$ cat src/verilog/rct_pkg.sv
// Constants and types for countdown timer three
// What this block does
// Halt-on-receive bit stops the running timer after the first four received bits.
// Halt-on-receive is ignored while a trimming start mode is selected.
// Start mode 00 never starts by itself; 01 starts at transmission end.
// Modes 10 and 11 trim: start/stop on edges; 11 also underflows.
// With reload-on-zero set, underflow reloads the reload word and keeps counting.
// With reload-on-zero clear, the counter stops at zero until next start.
// Every underflow sets the underflow interrupt flag.
// Source 00 counts at 13.56 MHz; source 01 at 13.56 MHz divided by 64.
// Source 10 counts timer zero underflows; source 11 counts timer one underflows.
// Each start loads the counter from the reload high and low bytes.
// Reload writes never disturb a running count; they apply at next start or at the next reload-on-zero underflow.
// Live counter readable as high byte at 21h and low byte at 22h.
// Software should not read the counter bytes during reception.
// Wake-up control register at 23h holds running, change, trim, detect, restart, wake, source.
// Wake-up expiry launches card detection when that bit is enabled.
// A write changes the wake running bit only when the change-enable bit is set in that write.
// A receive-halted timer keeps its count and raises no underflow until restarted.
// In cascade mode each source underflow pulse decrements by exactly one.
// Control bits 6 and 2 read zero and ignore writes.
package rct_pkg;
  localparam int WB_AW = 8;
  localparam int IDX_W = 6;
  localparam logic [IDX_W-1:0] IDX_CTRL = 6'h1E;
  localparam logic [IDX_W-1:0] IDX_RLD_HI = 6'h1F;
  localparam logic [IDX_W-1:0] IDX_RLD_LO = 6'h20;
  localparam logic [IDX_W-1:0] IDX_CNT_HI = 6'h21;
  localparam logic [IDX_W-1:0] IDX_CNT_LO = 6'h22;
  localparam logic [IDX_W-1:0] IDX_WAKE = 6'h23;
  localparam logic [IDX_W-1:0] IDX_CMD = 6'h2F;
  localparam logic [IDX_W-1:0] IDX_IRQ_STAT = 6'h30;
  localparam logic [IDX_W-1:0] IDX_IRQ_CLR = 6'h31;
  localparam logic [IDX_W-1:0] IDX_IRQ_EN = 6'h32;
  localparam int CTRL_HALT_BIT = 7;
  localparam int CTRL_RELOAD_BIT = 3;
  localparam logic [7:0] CTRL_MASK = 8'hBB;
  localparam logic [7:0] CTRL_RST = 8'h00;
  localparam logic [7:0] RELOAD_RST = 8'h00;
  localparam int WK_ACTIVE = 7;
  localparam int WK_CHG = 6;
  localparam int WK_CD = 4;
  localparam int WK_RELOAD = 3;
  localparam logic [5:0] WAKE_RST = 6'h00;
  localparam int CMD_START_BIT = 0;
  localparam int CMD_STOP_BIT = 1;
  localparam int IRQ_W = 2;
  localparam int IRQ_UNDER = 0;
  localparam int IRQ_HALT = 1;
  localparam int PH_W = 27;
  localparam int SYS_FREQ_HZ = 100_000_000;
  localparam int FAST_FREQ_HZ = 13_560_000;
  localparam logic [PH_W-1:0] PH_STEP = PH_W'(FAST_FREQ_HZ);
  localparam logic [PH_W-1:0] PH_WRAP = PH_W'(SYS_FREQ_HZ);
  localparam logic [5:0] SLOW_LAST = 6'h3F;
  typedef enum logic [1:0] {
    START_MANUAL = 2'b00, START_TX_END = 2'b01,
    START_TRIM = 2'b10, START_TRIM_UF = 2'b11
  } rct_start_t;
  typedef enum logic [1:0] {
    SRC_FAST = 2'b00, SRC_SLOW = 2'b01, SRC_T0 = 2'b10, SRC_T1 = 2'b11
  } rct_src_t;
  typedef enum logic [1:0] {
    ST_IDLE = 2'b00, ST_RUN = 2'b01, ST_HALT = 2'b10
  } rct_state_t;
endpackage

$ cat src/verilog/rct_tick_if.sv
// Count-rate strobes passed from the prescaler to the timer
`timescale 1ns/1ps
interface rct_tick_if;
  logic fast_tick;
  logic slow_tick;
  modport src (output fast_tick, output slow_tick);
  modport snk (input fast_tick, input slow_tick);
endinterface

$ cat src/verilog/rct_tick_gen.sv
// Prescaler making the 13.56 MHz and divided-by-64 strobes
`timescale 1ns/1ps
module rct_tick_gen (
  input wire logic clk, // System clock
  input wire logic rst_n, // Async reset, low
  rct_tick_if.src tk // Rate strobes
);
  import rct_pkg::*;
  logic [PH_W-1:0] acc;
  logic [5:0] div;
  logic [PH_W-1:0] sum;
  logic wrap;
  logic [PH_W-1:0] next_acc;
  // Fractional accumulator: average rate exact, jitter one system cycle
  assign sum = acc + PH_STEP;
  assign wrap = sum >= PH_WRAP;
  assign next_acc = wrap ? sum - PH_WRAP : sum;
  always_ff @(posedge clk or negedge rst_n) begin
    if (!rst_n) begin
      acc <= '0;
      div <= '0;
      tk.fast_tick <= 1'b0;
      tk.slow_tick <= 1'b0;
    end else begin
      acc <= next_acc;
      tk.fast_tick <= wrap;
      tk.slow_tick <= wrap && (div == SLOW_LAST);
      if (wrap) begin
        div <= div + 6'h01;
      end
    end
  end
endmodule // rct_tick_gen

$ cat src/verilog/rct_timer3_top.sv
// Countdown timer three with wake-up control and Wishbone registers
`timescale 1ns/1ps
module rct_timer3_top (
  input wire logic SYS_CLK, // 100 MHz clock
  input wire logic RST_N, // Async reset, low
  input wire logic WB_CYC_I, // Bus cycle
  input wire logic WB_STB_I, // Bus strobe
  input wire logic WB_WE_I, // Write enable
  input wire logic [rct_pkg::WB_AW-1:0] WB_ADR_I, // Byte address
  input wire logic [3:0] WB_SEL_I, // Byte lanes
  input wire logic [31:0] WB_DAT_I, // Write data
  output logic [31:0] WB_DAT_O, // Read data
  output logic WB_ACK_O, // Acknowledge
  input wire logic TX_END, // Transmission ended, pulse
  input wire logic RX_NIBBLE, // First four bits received, pulse
  input wire logic LFO_EDGE, // Oscillator rising edge, pulse
  input wire logic T0_UNDERFLOW, // Timer zero underflow, pulse
  input wire logic T1_UNDERFLOW, // Timer one underflow, pulse
  input wire logic WAKE_EXPIRE, // Wake-up timer underflow, pulse
  output logic IRQ, // Interrupt, level
  output logic UNDERFLOW, // Underflow pulse for cascading
  output logic CARD_DETECT_START, // Launch card detection, pulse
  output logic WAKE_ACTIVE // Wake-up timer running
);
  import rct_pkg::*;

  function automatic logic hit(input logic [IDX_W-1:0] a, input logic [IDX_W-1:0] k);
    hit = (a == k);
  endfunction

  rct_tick_if tk ();
  rct_tick_gen u_tick (
    .clk(SYS_CLK),
    .rst_n(RST_N),
    .tk(tk)
  );

  logic [7:0] ctrl;
  logic [7:0] reload_high_byte;
  logic [7:0] reload_low_byte;
  logic [5:0] wake_ctrl;
  logic wake_timer_active;
  logic [15:0] count;
  rct_state_t state;
  logic [IRQ_W-1:0] irq_stat;
  logic [IRQ_W-1:0] irq_en;

  // Bus decode
  logic [IDX_W-1:0] idx;
  logic req;
  logic wr;
  logic [7:0] wdat;
  assign idx = WB_ADR_I[WB_AW-1:2];
  assign req = WB_CYC_I && WB_STB_I && !WB_ACK_O;
  // Write lands at the edge where the master samples ack
  assign wr = WB_CYC_I && WB_STB_I && WB_ACK_O && WB_WE_I && WB_SEL_I[0];
  assign wdat = WB_DAT_I[7:0];
  logic wr_ctrl;
  logic wr_rhi;
  logic wr_rlo;
  logic wr_wake;
  logic wr_cmd;
  logic wr_clr;
  logic wr_en;
  assign wr_ctrl = wr && hit(idx, IDX_CTRL);
  assign wr_rhi = wr && hit(idx, IDX_RLD_HI);
  assign wr_rlo = wr && hit(idx, IDX_RLD_LO);
  assign wr_wake = wr && hit(idx, IDX_WAKE);
  assign wr_cmd = wr && hit(idx, IDX_CMD);
  assign wr_clr = wr && hit(idx, IDX_IRQ_CLR);
  assign wr_en = wr && hit(idx, IDX_IRQ_EN);

  // Control field view
  logic halt_on_receive;
  rct_start_t start_trigger_select;
  logic reload_on_zero;
  rct_src_t count_source_select;
  logic [15:0] reload_word;
  assign halt_on_receive = ctrl[CTRL_HALT_BIT];
  assign start_trigger_select = rct_start_t'(ctrl[5:4]);
  assign reload_on_zero = ctrl[CTRL_RELOAD_BIT];
  assign count_source_select = rct_src_t'(ctrl[1:0]);
  assign reload_word = {reload_high_byte, reload_low_byte};

  // Count strobe selection
  logic tick;
  assign tick = (count_source_select == SRC_FAST) ? tk.fast_tick :
                (count_source_select == SRC_SLOW) ? tk.slow_tick :
                (count_source_select == SRC_T0) ? T0_UNDERFLOW :
                T1_UNDERFLOW;

  // Start and stop events
  logic running;
  logic trim;
  logic sw_start;
  logic sw_stop;
  logic rx_halt;
  logic start_evt;
  logic stop_evt;
  logic at_zero;
  logic underflow;
  assign running = (state == ST_RUN);
  assign trim = start_trigger_select[1];
  assign sw_start = wr_cmd && wdat[CMD_START_BIT];
  assign sw_stop = wr_cmd && wdat[CMD_STOP_BIT];
  assign rx_halt = running && halt_on_receive && !trim && RX_NIBBLE;
  assign start_evt = sw_start ||
                     (start_trigger_select == START_TX_END && TX_END) ||
                     (trim && LFO_EDGE && !running);
  assign stop_evt = sw_stop || rx_halt || (trim && LFO_EDGE && running);
  assign at_zero = (count == 16'h0000);
  // Trimming without underflow parks at zero until the closing edge
  assign underflow = running && tick && at_zero && !stop_evt &&
                     (start_trigger_select != START_TRIM);

  rct_state_t next_state;
  logic [15:0] next_count;
  always_comb begin
    next_state = state;
    next_count = count;
    if (stop_evt) begin
      next_state = rx_halt ? ST_HALT : ST_IDLE;
    end else if (start_evt) begin
      next_state = ST_RUN;
      next_count = reload_word;
    end else if (underflow) begin
      if (reload_on_zero) begin
        next_count = reload_word;
      end else begin
        next_state = ST_IDLE;
      end
    end else if (running && tick && !at_zero) begin
      next_count = count - 16'h0001;
    end
  end

  // Interrupt status, set wins over clear
  logic [IRQ_W-1:0] irq_set;
  logic [IRQ_W-1:0] next_irq_stat;
  assign irq_set = {rx_halt, underflow};
  assign next_irq_stat = (irq_stat & ~(wr_clr ? wdat[IRQ_W-1:0] : '0)) | irq_set;

  // Wake-up running flag
  logic wake_stop;
  logic next_wake_active;
  assign wake_stop = WAKE_EXPIRE && wake_timer_active && !wake_ctrl[WK_RELOAD];
  assign next_wake_active = (wr_wake && wdat[WK_CHG]) ? wdat[WK_ACTIVE] :
                            wake_stop ? 1'b0 : wake_timer_active;

  // Read selection
  logic [7:0] rd_byte;
  always_comb begin
    unique case (idx)
      IDX_CTRL: rd_byte = ctrl & CTRL_MASK;
      IDX_RLD_HI: rd_byte = reload_high_byte;
      IDX_RLD_LO: rd_byte = reload_low_byte;
      IDX_CNT_HI: rd_byte = count[15:8];
      IDX_CNT_LO: rd_byte = count[7:0];
      IDX_WAKE: rd_byte = {wake_timer_active, 1'b0, wake_ctrl};
      IDX_CMD: rd_byte = {6'h00, state == ST_HALT, running};
      IDX_IRQ_STAT: rd_byte = {6'h00, irq_stat};
      IDX_IRQ_EN: rd_byte = {6'h00, irq_en};
      default: rd_byte = 8'h00;
    endcase
  end

  always_ff @(posedge SYS_CLK or negedge RST_N) begin
    if (!RST_N) begin
      WB_ACK_O <= 1'b0;
      WB_DAT_O <= 32'h00000000;
    end else begin
      WB_ACK_O <= req;
      WB_DAT_O <= {24'h000000, rd_byte};
    end
  end

  always_ff @(posedge SYS_CLK or negedge RST_N) begin
    if (!RST_N) begin
      ctrl <= CTRL_RST;
      reload_high_byte <= RELOAD_RST;
      reload_low_byte <= RELOAD_RST;
      irq_en <= '0;
    end else begin
      if (wr_ctrl) begin
        ctrl <= wdat & CTRL_MASK;
      end
      if (wr_rhi) begin
        reload_high_byte <= wdat;
      end
      if (wr_rlo) begin
        reload_low_byte <= wdat;
      end
      if (wr_en) begin
        irq_en <= wdat[IRQ_W-1:0];
      end
    end
  end

  always_ff @(posedge SYS_CLK or negedge RST_N) begin
    if (!RST_N) begin
      state <= ST_IDLE;
      count <= 16'h0000;
      irq_stat <= '0;
      UNDERFLOW <= 1'b0;
      IRQ <= 1'b0;
    end else begin
      state <= next_state;
      count <= next_count;
      irq_stat <= next_irq_stat;
      UNDERFLOW <= underflow;
      IRQ <= |(next_irq_stat & irq_en);
    end
  end

  always_ff @(posedge SYS_CLK or negedge RST_N) begin
    if (!RST_N) begin
      wake_ctrl <= WAKE_RST;
      wake_timer_active <= 1'b0;
      WAKE_ACTIVE <= 1'b0;
      CARD_DETECT_START <= 1'b0;
    end else begin
      if (wr_wake) begin
        wake_ctrl <= wdat[5:0];
      end
      wake_timer_active <= next_wake_active;
      WAKE_ACTIVE <= next_wake_active;
      CARD_DETECT_START <= WAKE_EXPIRE && wake_timer_active && wake_ctrl[WK_CD];
    end
  end
endmodule // rct_timer3_top

$ cat config.mk
export PLATFORM = sky130hd
export DESIGN_NAME = rct_timer3_top
export DESIGN_NICKNAME = d
export VERILOG_FILES = /design/src/verilog/rct_pkg.sv /design/src/verilog/rct_tick_if.sv /design/src/verilog/rct_tick_gen.sv /design/src/verilog/rct_timer3_top.sv
export SDC_FILE = /design/constraint.sdc
export NUM_CORES = 1
export LEC_CHECK = 0
export ABC_AREA = 1
export BUFFER_PORTS_ARGS = -buffer_cell sky130_fd_sc_hd__buf_2
export CAP_MARGIN = 20
export CORE_MARGIN = 5
export CORE_UTILIZATION = 55
export CTS_BUF_LIST = sky130_fd_sc_hd__clkbuf_4 sky130_fd_sc_hd__clkbuf_8 sky130_fd_sc_hd__clkbuf_16
export DETAILED_ROUTE_END_ITERATION = 6
export MAX_ROUTING_LAYER = met4
export PLACE_DENSITY = 0.77
export SKIP_CTS_REPAIR_TIMING = 1
export SLEW_MARGIN = 30
export SYNTH_ARGS = -nofsm -noshare
export SYNTH_HDL_FRONTEND = slang
export SYNTH_HIERARCHICAL = 1
export SYNTH_SLANG_ARGS = --single-unit
$ cat constraint.sdc
create_clock -name SYS_CLK -period 2.97 [get_ports SYS_CLK]
set_clock_uncertainty 0.1 [all_clocks]
set_input_delay 0.297 -clock SYS_CLK [delete_from_list [all_inputs] [get_ports SYS_CLK]]
set_output_delay 0.297 -clock SYS_CLK [all_outputs]
set_load 0.1 [all_outputs]
* Yosys cells after proc, flatten, opt, wreduce, memory -nomap -nowiden *
Index checks and enable logic that the tools add are counted.

operators by class
  $add $sub $neg = 4
  order comparisons = 1
  eq/ne operators = 19
  multiplexer cells = 17
  bitwise gates (word level) = 5
  reduce and logical (&&, ||, !) cells = 49

operators by type and width
  cell                      number
  $pmux W8 S9               1
  $mux W16                  4
  $eq A6 B6 Y1 const B      9
  $logic_and A1 B1 Y1       31
  $add A27 B24 Y27 const B  1
  $ge A27 B27 Y1 const B    1
  $mux W27                  1
  $sub A27 B27 Y27 const B  1
  $logic_not A16 Y1         1
  $sub A16 B1 Y16 const B   1
  $eq A6 B5 Y1 const B      2
  $mux W2                   6
  $add A6 B1 Y6 const B     1
  $eq A2 B1 Y1 const B      3
  $logic_not A1 Y1          6
  $reduce_bool A3 Y1        2
  $mux W1                   5
  $and A2 B2 Y2             2
  $eq A2 B2 Y1 const B      2
  $logic_or A1 B1 Y1        4
  $ne A3 B1 Y1 const B      1
  $ne A3 B3 Y1 const B      1
  $reduce_and A3 Y1         1
  $logic_not A2 Y1          1
  other kinds (7)           7

storage, ports and cells
  bits in registers = 98
  input port bits = 55
  output and inout bits = 37
  logic and storage cells = 113

* Depth between registers and ports, before layout *
  word-level depth = 14
  mapped depth = 17

* Cells and area by module *
Netlist, hierarchy kept.

by module, submodules not included
  module          times used  cells each  area an instance (um^2)  sequential area each (um^2)
  rct_timer3_top  1           497         3,682.3                  1,576.5
  rct_tick_gen    1           418         2,618.8                  725.7

* Least setup slack after synthesis *
Ideal clock, no wire load.

  path type = flip-flop to flip-flop
  start = reg WB_ACK_O
  end = reg count[11]
  arrival time = 2,052 ps
  data required time = 2,752 ps
  path slack = 700 ps
  cell stages (with the launch flop) = 12
  path through = dfrtp_1 nand2_1 nor2_1 nand2_1 nor3_2 nor2_1 buf_2 nand3_2 nand2_4 buf_6 nand2_1 o21ai_2

on the way
  word-level cells in the longest chain between the ends = 12

RTL lines
  item                                                                   line                   RTL
  from (decl)                                                            rct_timer3_top.sv:13   output logic WB_ACK_O,
  from (signal assigned)                                                 rct_timer3_top.sv:172  WB_ACK_O <= req;
  $logic_and A1 B1 Y1 * (3 in a row)                                     rct_timer3_top.sv:56   assign wr = WB_CYC_I && WB_STB_I && WB_ACK_O && WB_WE_I && WB_SEL_I[0];
  $logic_and A1 B1 Y1 *                                                  rct_timer3_top.sv:69   assign wr_cmd = wr && hit(idx, IDX_CMD);
  $logic_and A1 B1 Y1                                                    rct_timer3_top.sv:105  assign sw_stop = wr_cmd && wdat[CMD_STOP_BIT];
  $logic_or A1 B1 Y1 (2 in a row)                                        rct_timer3_top.sv:110  assign stop_evt = sw_stop || rx_halt || (trim && LFO_EDGE && running);
  $logic_not A1 Y1                                                       rct_timer3_top.sv:113  assign underflow = running && tick && at_zero && !stop_evt &&
  $logic_and A1 B1 Y1 (2 in a row)                                       rct_timer3_top.sv:113
  $ne A3 B3 Y1 (no source line) (tied with other cells)                  n/a
  $reduce_and A3 Y1 (no source line) / $mux W16 (equally long branches)  n/a
  to (signal assigned)                                                   rct_timer3_top.sv:208  count <= next_count;
  to (decl)                                                              rct_timer3_top.sv:43   logic [15:0] count;

Mark *: on every way between the ends. The rest lies on a longest branch, timed or not.
A chain may end at the register's enable or synchronous reset.

* Worst setup path after layout *
  start = reg u_tick.acc[6]
  end = reg u_tick.div[4]

on the way
  word-level cells in the longest chain between the ends = 2

RTL lines
  item                    line                RTL
  from (decl)             rct_tick_gen.sv:9   logic [PH_W-1:0] acc;
  from (signal assigned)  rct_tick_gen.sv:25  acc <= next_acc;
  $add A27 B24 Y27        rct_tick_gen.sv:15  assign sum = acc + PH_STEP;
  $ge A27 B27 Y1          rct_tick_gen.sv:16  assign wrap = sum >= PH_WRAP;
  to (signal assigned)    rct_tick_gen.sv:29  div <= div + 6'h01;
  to (decl)               rct_tick_gen.sv:10  logic [5:0] div;

Every way passes these cells.

==> results_dict.tcl <==
set metrics [dict create \
    drt_iter0_markers 467 \
    r2r-end "u_tick/div[4]" \
    run_status "finished with violations" \
    crit_path_start "u_tick/acc[6]" \
    syn_inst 915 \
    start_util_pct 55.7 \
    required_ns 3.10 \
    firstDrtPassIters 5 \
    vias_per_cell 5.33 \
    grt_setup_unrepaired "false" \
    grt_pass1_vias 5529 \
    synth_seq_area_share_pct 36.5 \
    drive_gt1_share_pct 11.9 \
    drt-total-wl_mm 15.7 \
    grt_util_met3_pct 3.34 \
    max_slew_margin_pct 47.5 \
    globalRouteTotalUtil_pct 24.6 \
    grt_overflow 0 \
    cts_sinks 92 \
    peakVddDrop_mv 0.468 \
    setup_violations 0 \
    synth_cell_types 42 \
    globalplace.congestion 0.974 \
    critPathKind "reg -> reg" \
    critPathMaxFanout 18 \
    die_w_um 117 \
    use_met1_pct 31.1 \
    antenna_found_initial 0 \
    crit_end "u_tick/div[4]" \
    rrSetupSlack_ns 0.27 \
    numPortBuffers 38 \
    power.static_leakage_nw 3.61 \
    startpoint_type "register" \
    post-place-ws_ns 0.294 \
    cp-end-kind "register" \
    setup_ws_ns 0.267 \
    ys_seq_elements 92 \
    postRouteAntennaNets 0 \
    dieHeight_um 117 \
    vias 5861 \
    r2r_cells 15 \
    cap_violations 0 \
    clk_latency_ns 0.34 \
    p_switching_w 0.00132 \
    whs_ns -0.0676 \
    comb_power_share_pct 28.8 \
    cp.arrival_ns 2.84 \
    fin_cells 1099 \
    grt_max_degree 61 \
    htreeDepth 3 \
    crit-reg2reg-launch "u_tick/acc[6]" \
    tightest_slew_ns 0.787 \
    syn_area_sq_um 6300 \
    path_clk_slew_ns 0.06 \
    cts_tree "yes" \
    cts_buffers 9 \
    layout.nets 1014 \
    n_antenna_cell 0 \
    fin_crit_sh_pct 91.0 \
    hold_viol 57 \
    p_total_w 0.00376 \
    power_density_nw_per_um2 549 \
    setup_tns_ns 0 \
    period_needed_ns 2.70 \
    drc 0 \
    pin_count 92 \
    drv_slew 0 \
    violations "negative hold slack" \
    timing.fmax_mhz 370 \
    pwr-share-seq_pct 39.3 \
    synth-warning-count 6 \
    use_met2_pct 40.8 \
    cts_buffer_depth 2 \
    hp-class "in -> async" \
    grt_most_used_layer "met2" \
    core-area_sq_um 11300 \
    area_growth_pct 8.76 \
    clockRootBuffer "clkbuf_16" \
    p_int_w 0.00245 \
    grt_pass1_wl_mm 26.1 \
    clockPowerShare_pct 31.9 \
    dieArea_sq_um 13700 \
    place_inst 1083 \
    swShare_pct 35.0 \
    hpwlAfterDp_mm 11.3 \
    post_drt_wl_per_cell_um 14.3 \
    floorplan.rows 39 \
    synth.avg_cell_area_sq_um 6.89 \
]
==> registers in the layout, indices dropped and copies added, names as in the netlist <==
| register | flops |
|---|---|
| WB_DAT_O | 8 |
| WB_ACK_O | 1 |
| wake_ctrl | 6 |
| reload_low_byte | 8 |
| IRQ | 1 |
| u_tick/tk.slow_tick | 1 |
| wake_timer_active | 1 |
| u_tick/div | 6 |
| state | 2 |
| reload_high_byte | 8 |
| UNDERFLOW | 1 |
| u_tick/tk.fast_tick | 1 |
| irq_stat | 2 |
| ctrl | 6 |
| irq_en | 2 |
| u_tick/acc | 21 |
| count | 16 |
| CARD_DETECT_START | 1 |
==> synthesized netlist by cell type, drive strengths merged <==
cell type,number,share of area (%)
nor3,6,0.56
clkbuf,3,0.18
dfrtp,92,37
nand2,347,21
o2111ai,3,0.42
or3,2,0.20
o21bai,2,0.24
a221oi,1,0.14
nor3b,2,0.24
buf,40,4.7
ha,7,1.4
a22oi,1,0.12
nor2,85,6.1
and3,1,0.099
xnor2,5,0.69
nand3b,8,1.2
o22ai,5,0.50
nand4,36,3.6
a22o,1,0.14
conb,1,0.060
nand3,68,6.1
and2,1,0.099
inv,108,6.4
o211ai,2,0.24
xor2,21,2.9
o21ai,54,4.5
a21oi,13,1.3
==> cells in the final DEF, fill, tap and decap left out, types with 7 or more instances in the layout <==
cell type	n
nor2_1	65
o21ai_0	48
nand3_1	64
a21oi_1	10
conb_1	24
nand4_1	36
inv_1	103
buf_2	37
nand2_1	332
nand2_2	14
nand3b_1	7
clkbuf_16	9
nor2_2	17
dfrtp_1	92
ha_1	7
xor2_1	21
==> worst max-delay path: stages, from the launching register on <==
cell and delay (ns):
dfrtp_1 0.39, inv_1 0.08, ha_1 0.27, nor2_1 0.12
nand2_1 0.09, nand2_1 0.13, nand2_1 0.11, nand2_1 0.16
nand3_1 0.09, nor2_1 0.18, nand3_1 0.10, nor2_1 0.18
nand3_4 0.20, buf_6 0.22, nand4_1 0.11, nand2_1 0.05
==> cell families after synthesis <==
| kind of cell | after synthesis | synth area share (%) |
|---|---|---|
| other cells | 1 | 0.0595 |
| xor+xnor | 26 | 3.61 |
| flops | 92 | 36.5 |
| compound gates | 82 | 7.65 |
| buf+inv | 151 | 11.3 |
| simple gates | 556 | 39.4 |
| fa+ha+maj | 7 | 1.39 |
==> metrics by stage <==
step	cell area, sq um	util, %
finish	6850	60.5
global route	6850	60.5
detailed placement	6520	57.6
global placement	6520	57.6
floorplan	6390	-
CTS	6830	60.3
==> how the worst min path moves through the flow <==
| stage | endpoint | slack, ns | cells after the start |
|---|---|---|---|
| floorplan | CARD_DETECT_START | -0.1 | 0 |
| global placement | irq_en[1] | 0.32 | 1 |
| detailed placement | IRQ | 0.33 | 1 |
| CTS | IRQ | -0.04 | 1 |
| global route | IRQ | 0.02 | 1 |
| finish | irq_en[1] | -0.07 | 1 |
==> per-layer routing <==
layer  wire length (um)  part of all wire (%)  vias up
met2               7700                    49      192
li1                   -                     -     2946
met4                376                   2.4        0
met1               6700                    43     2692
met5                  0                     0        -
met3                933                   5.9       31
==> cell type report <==
cell class / instances / area (sq um)
clock buffer: 14 / 282
clock inverter: 1 / 30.0
fill: 1099 / 4470
inverter: 108 / 405
multi-input combinational: 696 / 3390
sequential: 92 / 2300
tap: 143 / 179
timing repair buffer: 45 / 265
==> power by group through the flow <==
stage | Sequential [W] | Combinational (W) | Clock (W)
after floorplan | 0.00152 | 0.000849 | 0
after global routing | 0.00149 | 0.00123 | 0.00127
after CTS | 0.00147 | 0.00107 | 0.00122
after detailed placement | 0.00150 | 0.00106 | 0
final | 0.00148 | 0.00108 | 0.00120
after global placement | 0.00149 | 0.00105 | 0
No activity file was read; power rests on OpenSTA's default activity.
